File: src/lbb_cfg.svh
`ifndef LBB_CFG_SVH
`define LBB_CFG_SVH

// ****************************************
// Host transfer encodings
// ****************************************
`define LBB_SIZ_LONG   2'h0
`define LBB_SIZ_BYTE   2'h1
`define LBB_SIZ_WORD   2'h2
`define LBB_SIZ_LINE   2'h3
`define LBB_TT_IACK    2'h3

// ****************************************
// Beat counts per access
// ****************************************
`define LBB_BEATS_1    5'h01
`define LBB_BEATS_2    5'h02
`define LBB_BEATS_4    5'h04
`define LBB_BEATS_8    5'h08
`define LBB_BEATS_16   5'h10

// ****************************************
// Legacy bus fields and address steps
// ****************************************
`define LBB_FC_IACK    3'h7
`define LBB_FC_DATA    2'h1
`define LBB_IACK_HIGH  20'hfffff
`define LBB_ADDR_W     24
`define LBB_STEP_16    24'h000002
`define LBB_STEP_8     24'h000001

`endif

File: src/lbb_pkg.sv
package lbb_pkg;

  typedef enum logic [2:0] {
    LBB_IDLE   = 3'b000,
    LBB_ASRT   = 3'b001,
    LBB_WAIT   = 3'b010,
    LBB_LATCH  = 3'b011,
    LBB_ENDC   = 3'b100,
    LBB_TAIL1  = 3'b101,
    LBB_TAIL2  = 3'b110,
    LBB_NEXT   = 3'b111
  } lbb_state_e;

endpackage

File: src/lbb_bridge.sv
`timescale 1ns/1ps
`include "lbb_cfg.svh"

module lbb_bridge (
  // Clock and reset
  input  wire logic        clk,
  input  wire logic        rst,
  // Static configuration
  input  wire logic        mode_16bit,
  input  wire logic        halt_n,
  // Host bus
  input  wire logic        host_ts,
  input  wire logic [31:0] host_ad_in,
  input  wire logic        access_type_mux_signal,
  input  wire logic [1:0]  host_tt,
  input  wire logic [1:0]  host_siz,
  input  wire logic        host_rnw,
  output logic      [31:0] host_ad_out,
  output logic             host_ad_oe,
  output logic             host_ta,
  output logic             transfer_burst_inhibit,
  output logic             auto_acknowledge_select,
  // Legacy bus control
  output logic             leg_as_n,
  output logic             leg_uds_n,
  output logic             leg_lds_n,
  output logic             leg_rnw,
  output logic      [2:0]  function_code_lines,
  output logic             leg_ctrl_oe,
  input  wire logic        leg_dtack_n,
  // Legacy address and data
  output logic      [23:1] leg_addr,
  output logic             leg_addr_oe,
  input  wire logic [15:0] leg_data_in,
  output logic      [15:0] leg_data_out,
  output logic             leg_data_oe,
  // Status
  output logic             bridge_halted
);

  // ****************************************
  // Helpers
  // ****************************************
  function automatic logic [4:0] beat_count(input logic [1:0] siz, input logic m16);
    case (siz)
      `LBB_SIZ_BYTE: beat_count = `LBB_BEATS_1;
      `LBB_SIZ_WORD: beat_count = m16 ? `LBB_BEATS_1 : `LBB_BEATS_2;
      `LBB_SIZ_LONG: beat_count = m16 ? `LBB_BEATS_2 : `LBB_BEATS_4;
      default:       beat_count = m16 ? `LBB_BEATS_8 : `LBB_BEATS_16;
    endcase
  endfunction

  // Beats that make up one host acknowledge; a line fill acknowledges per longword.
  function automatic logic [4:0] beats_per_ack(input logic [1:0] siz, input logic m16);
    if (siz == `LBB_SIZ_LINE) begin
      beats_per_ack = m16 ? `LBB_BEATS_2 : `LBB_BEATS_4;
    end else begin
      beats_per_ack = beat_count(siz, m16);
    end
  endfunction

  // ****************************************
  // State
  // ****************************************
  lbb_pkg::lbb_state_e state_r, state_nxt;
  logic [23:0] addr_r, addr_nxt;
  logic [31:0] wdata_r, wdata_nxt;
  logic [31:0] rdata_r, rdata_nxt;
  logic [4:0]  beats_r, beats_nxt;
  logic [4:0]  ack_left_r, ack_left_nxt;
  logic [1:0]  siz_r, siz_nxt;
  logic        rnw_r, rnw_nxt;
  logic        sup_r, sup_nxt;
  logic        iack_r, iack_nxt;
  logic [2:0]  level_r, level_nxt;
  logic        need_wdata_r, need_wdata_nxt;
  logic        halted_r, halted_nxt;
  logic        as_n_r, as_n_nxt;
  logic        uds_n_r, uds_n_nxt;
  logic        lds_n_r, lds_n_nxt;
  logic        ldoe_r, ldoe_nxt;
  logic [15:0] ldout_r, ldout_nxt;
  logic        ta_r, ta_nxt;
  logic [31:0] hdout_r, hdout_nxt;
  logic        hdoe_r, hdoe_nxt;

  logic        byte_beat;
  logic        last_beat;
  logic        ack_beat;
  logic [15:0] beat_wdata;
  logic [31:0] host_word;

  assign byte_beat = !mode_16bit || (siz_r == `LBB_SIZ_BYTE);
  assign last_beat = (beats_r == `LBB_BEATS_1);
  assign ack_beat  = (ack_left_r == `LBB_BEATS_1);

  // Data for the host lines, replicated over the lanes so any byte lane sees it.
  always_comb begin
    case (siz_r)
      `LBB_SIZ_BYTE: host_word = {4{rdata_r[7:0]}};
      `LBB_SIZ_WORD: host_word = {2{rdata_r[15:0]}};
      default:       host_word = rdata_r;
    endcase
  end

  always_comb begin
    if (need_wdata_r) begin
      beat_wdata = byte_beat ? {2{host_ad_in[31:24]}} : host_ad_in[31:16];
    end else begin
      beat_wdata = byte_beat ? {2{wdata_r[31:24]}} : wdata_r[31:16];
    end
  end

  // ****************************************
  // Transfer sequencer
  // ****************************************
  // Counting from the host start clock: the legacy cycle spans four clocks, a
  // non-final write beat takes one extra clock, a non-final read beat two, and the final beat two more.
  always_comb begin
    state_nxt      = state_r;
    addr_nxt       = addr_r;
    wdata_nxt      = wdata_r;
    rdata_nxt      = rdata_r;
    beats_nxt      = beats_r;
    ack_left_nxt   = ack_left_r;
    siz_nxt        = siz_r;
    rnw_nxt        = rnw_r;
    sup_nxt        = sup_r;
    iack_nxt       = iack_r;
    level_nxt      = level_r;
    need_wdata_nxt = need_wdata_r;
    halted_nxt     = halted_r;
    as_n_nxt       = as_n_r;
    uds_n_nxt      = uds_n_r;
    lds_n_nxt      = lds_n_r;
    ldoe_nxt       = ldoe_r;
    ldout_nxt      = ldout_r;
    ta_nxt         = 1'b0;
    hdout_nxt      = hdout_r;
    hdoe_nxt       = 1'b0;
    case (state_r)
      lbb_pkg::LBB_IDLE: begin
        halted_nxt = !halt_n;
        if (halt_n && host_ts) begin
          addr_nxt       = host_ad_in[23:0];
          level_nxt      = host_ad_in[4:2];
          sup_nxt        = access_type_mux_signal;
          iack_nxt       = (host_tt == `LBB_TT_IACK);
          siz_nxt        = host_siz;
          rnw_nxt        = host_rnw;
          beats_nxt      = beat_count(host_siz, mode_16bit);
          ack_left_nxt   = beats_per_ack(host_siz, mode_16bit);
          need_wdata_nxt = !host_rnw;
          rdata_nxt      = 32'h0000_0000;
          as_n_nxt       = 1'b0;
          state_nxt      = lbb_pkg::LBB_ASRT;
        end
      end
      lbb_pkg::LBB_NEXT: begin
        as_n_nxt  = 1'b0;
        state_nxt = lbb_pkg::LBB_ASRT;
      end
      lbb_pkg::LBB_ASRT: begin
        // Write data follows the one-clock address phase on the same lines.
        if (need_wdata_r) begin
          wdata_nxt      = host_ad_in;
          need_wdata_nxt = 1'b0;
        end
        uds_n_nxt = byte_beat && addr_r[0];
        lds_n_nxt = byte_beat && !addr_r[0];
        ldoe_nxt  = !rnw_r;
        ldout_nxt = beat_wdata;
        state_nxt = lbb_pkg::LBB_WAIT;
      end
      lbb_pkg::LBB_WAIT: begin
        if (!leg_dtack_n) begin
          state_nxt = lbb_pkg::LBB_LATCH;
        end
      end
      lbb_pkg::LBB_LATCH: begin
        if (rnw_r) begin
          if (!byte_beat) begin
            rdata_nxt = {rdata_r[15:0], leg_data_in};
          end else begin
            rdata_nxt = {rdata_r[23:0], addr_r[0] ? leg_data_in[7:0] : leg_data_in[15:8]};
          end
        end
        as_n_nxt  = 1'b1;
        uds_n_nxt = 1'b1;
        lds_n_nxt = 1'b1;
        state_nxt = lbb_pkg::LBB_ENDC;
      end
      lbb_pkg::LBB_ENDC: begin
        ldoe_nxt     = 1'b0;
        beats_nxt    = beats_r - `LBB_BEATS_1;
        ack_left_nxt = ack_beat ? beats_per_ack(siz_r, mode_16bit) : ack_left_r - `LBB_BEATS_1;
        addr_nxt     = addr_r + (byte_beat ? `LBB_STEP_8 : `LBB_STEP_16);
        if (!rnw_r) begin
          wdata_nxt = byte_beat ? {wdata_r[23:0], 8'h00} : {wdata_r[15:0], 16'h0000};
        end
        if (last_beat || rnw_r) begin
          state_nxt = lbb_pkg::LBB_TAIL1;
        end else begin
          // A write beat that ends a longword of a line acknowledges here.
          ta_nxt         = ack_beat;
          need_wdata_nxt = ack_beat;
          state_nxt      = lbb_pkg::LBB_NEXT;
        end
      end
      lbb_pkg::LBB_TAIL1: begin
        if (beats_r == 5'h00) begin
          ta_nxt    = 1'b1;
          hdoe_nxt  = rnw_r;
          hdout_nxt = host_word;
          state_nxt = lbb_pkg::LBB_TAIL2;
        end else begin
          // Non-final read beat; a longword boundary hands the word over now.
          ta_nxt    = (ack_left_r == beats_per_ack(siz_r, mode_16bit));
          hdoe_nxt  = ta_nxt;
          hdout_nxt = rdata_r;
          state_nxt = lbb_pkg::LBB_NEXT;
        end
      end
      lbb_pkg::LBB_TAIL2: begin
        // Halt is honoured only here and in LBB_IDLE, so a split access is never left half done.
        halted_nxt = !halt_n;
        state_nxt  = lbb_pkg::LBB_IDLE;
      end
      default: begin
        state_nxt = lbb_pkg::LBB_IDLE;
      end
    endcase
  end

  always_ff @(posedge clk or posedge rst) begin
    if (rst) begin
      state_r      <= lbb_pkg::LBB_IDLE;
      addr_r       <= 24'h000000;
      wdata_r      <= 32'h0000_0000;
      rdata_r      <= 32'h0000_0000;
      beats_r      <= 5'h00;
      ack_left_r   <= 5'h00;
      siz_r        <= 2'h0;
      rnw_r        <= 1'b1;
      sup_r        <= 1'b0;
      iack_r       <= 1'b0;
      level_r      <= 3'h0;
      need_wdata_r <= 1'b0;
      halted_r     <= 1'b0;
      as_n_r       <= 1'b1;
      uds_n_r      <= 1'b1;
      lds_n_r      <= 1'b1;
      ldoe_r       <= 1'b0;
      ldout_r      <= 16'h0000;
      ta_r         <= 1'b0;
      hdout_r      <= 32'h0000_0000;
      hdoe_r       <= 1'b0;
    end else begin
      state_r      <= state_nxt;
      addr_r       <= addr_nxt;
      wdata_r      <= wdata_nxt;
      rdata_r      <= rdata_nxt;
      beats_r      <= beats_nxt;
      ack_left_r   <= ack_left_nxt;
      siz_r        <= siz_nxt;
      rnw_r        <= rnw_nxt;
      sup_r        <= sup_nxt;
      iack_r       <= iack_nxt;
      level_r      <= level_nxt;
      need_wdata_r <= need_wdata_nxt;
      halted_r     <= halted_nxt;
      as_n_r       <= as_n_nxt;
      uds_n_r      <= uds_n_nxt;
      lds_n_r      <= lds_n_nxt;
      ldoe_r       <= ldoe_nxt;
      ldout_r      <= ldout_nxt;
      ta_r         <= ta_nxt;
      hdout_r      <= hdout_nxt;
      hdoe_r       <= hdoe_nxt;
    end
  end

  // ****************************************
  // Outputs
  // ****************************************
  assign transfer_burst_inhibit  = 1'b1;
  assign auto_acknowledge_select = 1'b1;

  assign host_ta     = ta_r;
  assign host_ad_out = hdout_r;
  assign host_ad_oe  = hdoe_r;

  assign leg_as_n            = as_n_r;
  assign leg_uds_n           = uds_n_r;
  assign leg_lds_n           = lds_n_r;
  assign leg_rnw             = rnw_r || halted_r;
  assign function_code_lines = iack_r ? `LBB_FC_IACK : {sup_r, `LBB_FC_DATA};
  assign leg_ctrl_oe         = !halted_r;
  assign leg_addr            = iack_r ? {`LBB_IACK_HIGH, level_r} : addr_r[23:1];
  assign leg_addr_oe         = !halted_r;
  assign leg_data_out        = ldout_r;
  assign leg_data_oe         = ldoe_r && !halted_r;
  assign bridge_halted       = halted_r;

endmodule

File: config.mk
export PLATFORM = sky130hd
export DESIGN_NAME = lbb_bridge
export DESIGN_NICKNAME = d
export VERILOG_FILES = /design/src/lbb_pkg.sv /design/src/lbb_bridge.sv
export VERILOG_INCLUDE_DIRS = /design/src /design/src/src
export SDC_FILE = /design/constraint.sdc
export NUM_CORES = 1
export LEC_CHECK = 0
export ABC_AREA = 1
export BUFFER_PORTS_ARGS = -buffer_cell sky130_fd_sc_hd__buf_2
export CAP_MARGIN = 5
export CORE_MARGIN = 10
export CORE_UTILIZATION = 55
export CTS_CLUSTER_SIZE = 8
export DETAILED_ROUTE_END_ITERATION = 8
export PLACE_DENSITY_LB_ADDON = 0.2
export SLEW_MARGIN = 10
export SYNTH_ARGS = -nofsm -noshare
export SYNTH_HDL_FRONTEND = slang
export SYNTH_SLANG_ARGS = --single-unit
File: constraint.sdc
create_clock -name clk -period 12.29 [get_ports clk]
set_input_delay 1.229 -clock clk [delete_from_list [all_inputs] [get_ports clk]]
set_output_delay 1.229 -clock clk [all_outputs]
set_load 0.005 [all_outputs]
Word-level counts from Yosys, hierarchy flattened
Cells that the tools add are included.

Reductions and logical operators: 31. Equality and inequality tests: 23. Muxes and demuxes: 51. $add $sub $neg: 3.

Operators with widths (count): 2-to-1 mux 32 bit (7); case mux 32 bit (2 select lines) (3); case mux 24 bit (2 select lines) (1); 2-to-1 mux 5 bit (8); case mux 5 bit (3 select lines) (2); adder 24 x 2 -> 24 bit (1); 2-to-1 mux 24 bit (1); 2-to-1 mux 8 bit (3); case mux 3 bit (8 select lines) (1); 2-to-1 mux 23 bit (1); case mux 5 bit (2 select lines) (2); 2-to-1 mux 16 bit (1); equality test 3 bit (second input constant) (4); 2-to-1 mux 3 bit (4); inequality test 2 bit (second input constant) (6); equality test 2 bit (second input constant) (5); equality test 5 x 1 -> 1 bit (second input constant) (2); subtractor 5 x 1 -> 5 bit (second input constant) (2); AND reduction 3 bit (3); 2-to-1 mux 1 bit (8); case mux 1 bit (2 select lines) (4); AND reduction 2 bit (4); nonzero test 2 bit (4); equality test 3 x 2 -> 1 bit (second input constant) (2); 13 further kinds (29).

Output and inout port bits: 86. Bits in registers: 165. Bits of input ports: 60.

Depth between registers and ports, before layout
Gate-level depths: netlist of the first run.

Word-level depth: 8. Gate-level depth with buffers: 17. Gate-level depth less buffers: 17.

Least setup slack after synthesis of the first run
Ideal clock, no wire load.

Kind: input -> register. From: input mode_16bit. To: register addr_r[12]. Slack: 9.433 ns. Cell stages on the path: 14. Buffers on the path: 2. Arrival time: 2.734 ns. Cells stage by stage: buf_2 nand2_4 clkbuf_1 ha_1 ha_1 inv_1 nand2_1 inv_1 nor2_1 nand2_1 nand2_1 inv_1 nand2_1 a21oi_1.

Word-level cells in the longest chain between the ends: 5.

RTL lines: from (decl) (RTL line lbb_bridge.sv:9) `input wire logic mode_16bit,`; zero test 1 bit (RTL line lbb_bridge.sv:93) `` assign byte_beat = !mode_16bit || (siz_r == `LBB_SIZ_BYTE); ``; logical OR 1 bit (RTL line lbb_bridge.sv:93); 2-to-1 mux 2 bit (no source line); adder 24 x 2 -> 24 bit (RTL line lbb_bridge.sv:197) `` addr_nxt = addr_r + (byte_beat ? `LBB_STEP_8 : `LBB_STEP_16); ``; case mux 24 bit (2 select lines) (RTL line lbb_bridge.sv:141) `case (state_r)`; to (signal assigned) (RTL line lbb_bridge.sv:260) `addr_r <= addr_nxt;`; to (decl) (RTL line lbb_bridge.sv:66) `logic [23:0] addr_r, addr_nxt;`.

No other way between the ends. A chain may end at the register's enable or synchronous reset.

Worst setup path in the final report of the first run
From: register siz_r[1]. To: register addr_r[12].

Word-level cells in the longest chain between the ends: 5.

RTL lines: from (decl) (RTL line lbb_bridge.sv:71) `logic [1:0] siz_r, siz_nxt;`; from (signal assigned) (RTL line lbb_bridge.sv:265) `siz_r <= siz_nxt;`; equality test 2 x 1 -> 1 bit; logical OR 1 bit (RTL line lbb_bridge.sv:93); 2-to-1 mux 2 bit (no source line); adder 24 x 2 -> 24 bit (RTL line lbb_bridge.sv:197); case mux 24 bit (2 select lines) (RTL line lbb_bridge.sv:141).

No other way between the ends.

==> impl_metrics.json, run 1 <==
{
  "vias": 8637,
  "antenna_cells": 0,
  "timing.rr.start": "siz_r[1]",
  "drt-pass1-iter-count": 8,
  "synth.most_common_cell": "nand2_1",
  "fin_util_pct": 63.4,
  "htreeDepth": 4,
  "grt_pass1_wl_mm": 41.9,
  "clkSlewWorstSetupHoldPaths_ps": 70,
  "hold_depth": 2,
  "cts_root_buffer": "clkbuf_16",
  "slew_viol_final": 0,
  "cts_buffers": 17,
  "cts.sinks": 165,
  "drv_cap": 0,
  "setup_violations": 0,
  "setup_tns_ps": 0,
  "num_rows": 47,
  "drive_gt1_share_pct": 16.4,
  "die_w_um": 149,
  "start_util_pct": 55.8,
  "synth_area_sq_mm": 0.00922,
  "die_area_sq_mm": 0.0223,
  "rsz0062_at_grt": "false",
  "synth-edff-count": 0,
  "fin_skew_ps": 7.85,
  "drtAntennaViolNets": 0,
  "irDropWorstVdd_v": 0.000166,
  "worstSetupPathType": "reg2reg",
  "ys_warn_count": 0,
  "wirelength_mm": 25.9,
  "cts_resized": 0,
  "min_from": "level_r[1]",
  "cts_buffer_depth": 2,
  "routed_via_density": 5.59,
  "routabilityCongestion": 0.888,
  "fmax_mhz": 323,
  "final_nets": 1386,
  "avgSynthCellArea_sq_um": 7.59,
  "cts_tree": "built",
  "dp_cells": 1514,
  "hp-class": "reg2reg",
  "synth_area_leader_cell": "dfrtp_1",
  "tightest_slew_ps": 1010,
  "synth.yosys.seq_area_share_pct": 44.9,
  "ys_seq_elements": 165,
  "rrSetupSlack_ps": 9200,
  "async_flop_share_pct": 100,
  "wl_per_cell_um": 16.8,
  "powerDensity_mw_per_mm2": 251,
  "rr_endpoint": "addr_r[12]",
  "cp.required_ps": 12640,
  "drcViolationCount": 0,
  "hold_buffers": 0,
  "synthTopCellsByArea": "dfrtp_1 (44%), nand2_1 (13%), o21ai_0 (7.4%), inv_1 (5.2%), nand3_1 (3.5%)",
  "fin_cells": 1546,
  "outcome": "complete, no violations",
  "post_synth_num_cell_types": 37,
  "crit_path_max_fanout": 44,
  "max_slew_margin_pct": 32.7,
  "area.growth.synth_to_final_pct": 13.6,
  "grtUsageTotal_pct": 23.1,
  "io_pins": 146,
  "grt_pass1_vias": 8001,
  "die_y_um": 149,
  "drt_iter0_drc": 944,
  "antenna_found_initial": 0,
  "timing.final.crit_share_pct": 25.2,
  "synth_cells": 1215,
  "critPathLaunchType": "flip-flop",
  "port_buffers": 142,
  "cp.arrival_ps": 3450,
  "worst-r2r-cell-count": 14,
  "endpoint_kind": "flip-flop",
  "overflow": 0,
  "synth_ff_type": "dfrtp_1",
  "grt_max_degree": 105,
  "synth_common_cells": "nand2_1 (330), dfrtp_1 (161), o21ai_0 (136), inv_1 (127), nor2_1 (84)",
  "yosys.area.top_type_share_pct": 43.7,
  "finalHoldViolCount": 0,
  "clkLatencyLatePin_ps": 430,
  "final.min_clock_period_ps": 3090,
  "p_leak_nw": 5.25,
  "hold_end": "level_r[1]",
  "core_sq_mm": 0.0165,
  "postCtsSetupRepairBufs": 0,
  "hpwl_mm": 17.9
}
[metrics by stage]
stage	hold WS [ps]	cell area [sq um]	worst slack [ps]	total power, mW
CTS	479	10500	9210	2.63
floorplan	442	9220	6610	1.73
detailed placement	461	9880	8870	2.08
finish	477	10500	9200	2.62
global placement	457	9880	8930	2.05
global route	492	10500	8930	2.85
[logic make-up after synthesis]
kind of cell / count (synthesis) / synth area share [%]
xor+xnor: 6 / 0.570
compound gates: 299 / 18.6
flops: 165 / 44.9
simple gates: 517 / 23.3
buf+inv: 204 / 9.68
other cells: 1 / 0.0407
mux: 10 / 1.14
fa+ha+maj: 13 / 1.76
[cells in the final DEF (no fill, tap or decap), types with 3 or more instances in the layout]
cell type,count
inv_2,6
mux2_2,4
xor2_1,5
o2111ai_1,24
nor2_1,83
a31oi_1,13
ha_1,13
conb_1,3
clkbuf_16,17
buf_4,6
dfrtp_1,161
nand4_1,7
inv_6,5
a21oi_1,55
mux2i_1,6
clkinv_4,5
o22ai_1,13
nor3_1,10
o211ai_1,17
o21ai_0,136
nor2_4,6
a22oi_1,14
o21ai_1,22
dfstp_2,4
nand2_4,3
or2_2,9
inv_1,125
buf_2,142
nand3_1,64
nand2_1,330
[flip-flops by register name (all words and copies together) (netlist names), 2 cells and up]
signal and count:
ack_left_r 5, addr_r 24, beats_r 5, host_ad_out 32, leg_data_out 16, level_r 3
rdata_r 32, siz_r 2, state_r 3, wdata_r 32
[final cells by class]
class / count / area, sq um
timing repair buffer: 148 / 756
clock buffer: 17 / 425
multi-input combinational: 848 / 4210
fill: 1460 / 6050
sequential: 165 / 4130
tap: 220 / 275
clock inverter: 15 / 170
inverter: 133 / 504
[per-layer routing]
| metal | global-route usage [%] | part of all wire, % |
|---|---|---|
| met4 | 6.92 | 1.5 |
| met3 | 5.01 | 9.0 |
| met1 | 33.7 | 46 |
| met5 | 0 | 0 |
| met2 | 33.7 | 44 |
[critical path: stages (launching register included)]
cell,delay [ps]
dfrtp_1,410
inv_1,150
ha_1,410
inv_2,230
nand2_4,430
ha_1,280
ha_1,160
inv_1,40
nand2_1,140
inv_1,110
nor2_1,240
nand3_1,120
nand2_1,80
nand2_1,50
a21oi_1,140
[worst max-delay path by stage]
stage,slack (ps),from,to
6_report,9200,siz_r[1],addr_r[12]
4_1_cts,9210,siz_r[1],addr_r[12]
5_1_grt,8930,siz_r[1],addr_r[12]
3_3_place_gp,8930,halt_n,beats_r[4]
3_5_place_dp,8870,halt_n,beats_r[4]
2_1_floorplan,6610,rst,ack_left_r[0]
[power by group]
part	leakage, nW	total (mW)	internal [mW]	switching, mW
clock network	0.287	0.542	0.304	0.238
registers	2.08	0.963	0.776	0.188
logic	2.89	1.12	0.393	0.726
No activity file was read; power rests on OpenSTA's default activity.
==> inputs of run 2 (changes only) <==
--- a/config.mk
+++ b/config.mk
@@ -10,7 +10,7 @@
 export BUFFER_PORTS_ARGS = -buffer_cell sky130_fd_sc_hd__buf_2
 export CAP_MARGIN = 5
 export CORE_MARGIN = 10
-export CORE_UTILIZATION = 55
+export CORE_UTILIZATION = 52
 export CTS_CLUSTER_SIZE = 8
 export DETAILED_ROUTE_END_ITERATION = 8
 export PLACE_DENSITY_LB_ADDON = 0.2
==> constraint.sdc (replaced) <==
create_clock -name clk -period 2.5 [get_ports clk]
set_input_delay 0.25 -clock clk [delete_from_list [all_inputs] [get_ports clk]]
set_output_delay 0.25 -clock clk [all_outputs]
set_load 0.005 [all_outputs]
==> impl_metrics.json, run 2 (synthesis gave the netlist of run 1 again) <==
{
  "drcViolationCount": 0,
  "drv_cap": 0,
  "grt_pass1_vias": 8295,
  "clkSlewWorstSetupHoldPaths_ps": 70,
  "final_nets": 1402,
  "cts.sinks": 165,
  "drt_iter0_drc": 957,
  "routabilityCongestion": 0.917,
  "antenna_found_initial": 0,
  "cts_buffers": 17,
  "hpwl_mm": 18.2,
  "powerDensity_mw_per_mm2": 1220,
  "port_buffers": 142,
  "fillers": 1589,
  "start_util_pct": 53.1,
  "cp.required_ps": 2820,
  "die_y_um": 153,
  "tightest_slew_ps": 753,
  "overflow": 0,
  "irDropWorstVdd_v": 0.000686,
  "area.growth.synth_to_final_pct": 15.8,
  "fin_skew_ps": 8.56,
  "setup_violations": 0,
  "timing.final.crit_share_pct": 91.3,
  "postCtsSetupRepairBufs": 0,
  "hp-class": "in2reg",
  "die_w_um": 153,
  "final_cell_mix": "nand2_1 (330), dfrtp_1 (161), buf_2 (142), o21ai_0 (136), inv_1 (125)",
  "drive_gt1_share_pct": 17.4,
  "cts_root_buffer": "clkbuf_16",
  "core_sq_mm": 0.0174,
  "wl_met2_mm": 11.6,
  "max_slew_margin_pct": 49.7,
  "vias": 8706,
  "clkLatencyLatePin_ps": 430,
  "p_leak_nw": 5.33,
  "place_area_sq_mm": 0.0101,
  "antenna_cells": 0,
  "htreeDepth": 4,
  "outcome": "complete, no violations",
  "stdcell_area_sq_mm": 0.0107,
  "wirelength_mm": 26.2,
  "wl_met3_mm": 2.16,
  "mostFrequentLayoutCell": "nand2_1",
  "slew_viol_final": 0,
  "num_rows": 48,
  "crit_path_max_fanout": 19,
  "finalHoldViolCount": 0,
  "final.min_clock_period_ps": 2280,
  "critPathLaunchType": "flip-flop",
  "fin_util_pct": 61.5,
  "drt-pass1-iter-count": 6,
  "cts_buffer_depth": 2,
  "io_pins": 146,
  "cp.arrival_ps": 2600,
  "wl_met1_mm": 12.1,
  "worstSetupPathType": "reg2reg",
  "endpoint_kind": "flip-flop",
  "highest_layer": "met4",
  "setup_tns_ps": 0,
  "grtUsageTotal_pct": 22.0,
  "routed_via_density": 5.56,
  "die_area_sq_mm": 0.0234,
  "wl_per_cell_um": 16.7,
  "grt_pass1_wl_mm": 43.2,
  "rsz0062_at_grt": "false",
  "drtAntennaViolNets": 0,
  "grt_max_degree": 114,
  "fmax_mhz": 438,
  "cts_tree": "built"
}
run 2: cell types whose count changed in the layout (fill, tap and decap cells not counted), sizes merged:
cell / change
dlygate4sd3: +2
buf: +14
bufinv: -2
inv: +4
clkinvlp: +3
clkinv: -5
run 2: path summary, 6_finish.rpt:
kind / from / endpoint / slack [ps] / depth (start not counted)
setup / recovery: siz_r[1] / addr_r[12] / 220 / 17
hold / removal: access_type_mux_signal / sup_r / 20 / 3
setup reg to reg: siz_r[1] / addr_r[12] / 220 / 17
hold reg to reg: leg_data_out[1] / leg_data_out[1] / 470 / 2
max in group asynchronous: rst / wdata_r[4] / 1420 / 4
min in group asynchronous: rst / ack_left_r[1] / 450 / 4
run 2: stage by stage:
step | setup slack [ps] | instances | hold slack, ps | power, mW
after floorplan | 154 | 1217 | 335 | 8.50
after global placement | 256 | 1533 | 374 | 10.3
after detailed placement | 122 | 1533 | 378 | 10.4
after CTS | 81.5 | 1567 | 14.8 | 13.0
after global routing | 35.9 | 1567 | 50.5 | 14.1
final | 216 | 1567 | 19.1 | 13.0
run 2: what timing repair did:
| action | CTS | global route |
|---|---|---|
| resized for setup | 0 | 4 |
| endpoints found under the setup margin | 0 | 10 |
| hold buffers | 2 | 0 |
| endpoints found under the hold margin | 53 | 0 |
run 2: worst max-delay path, cell delays in order (launching register included):
cell,delay (ps)
dfrtp_1,400
inv_1,110
ha_1,240
inv_4,160
nand2_8,130
nand2_1,130
nand2_1,60
inv_1,60
ha_1,140
inv_1,40
nand2_1,140
inv_1,110
nor2_2,150
nand2_1,80
nand2_1,70
inv_1,40
nand2_1,60
a21oi_1,60
run 2: final cells by class:
cell class / instances / area (sq um) / share of cell area, %
Timing Repair Buffer: 164 / 968 / 9.08
Clock inverter: 15 / 134 / 1.25
Sequential cell: 165 / 4130 / 38.7
Multi-Input combinational cell: 848 / 4220 / 39.6
Tap cell: 225 / 282 / 2.64
Clock buffer: 17 / 425 / 3.99
Inverter: 133 / 505 / 4.74
run 2: routing by layer:
metal  GRT usage (%)  vias up
met3            5.56       31
met2            32.4      353
li1                -     4246
met1            31.1     4076
met4            6.22        0
met5               0        -
run 2: report_power, final:
group	internal, mW	leakage, nW	total (mW)	switching [mW]
Clock	1.31	0.264	2.53	1.22
Sequential	3.81	2.08	4.68	0.872
Combinational	2.09	2.99	5.75	3.66
Total	7.22	5.33	13.0	5.75
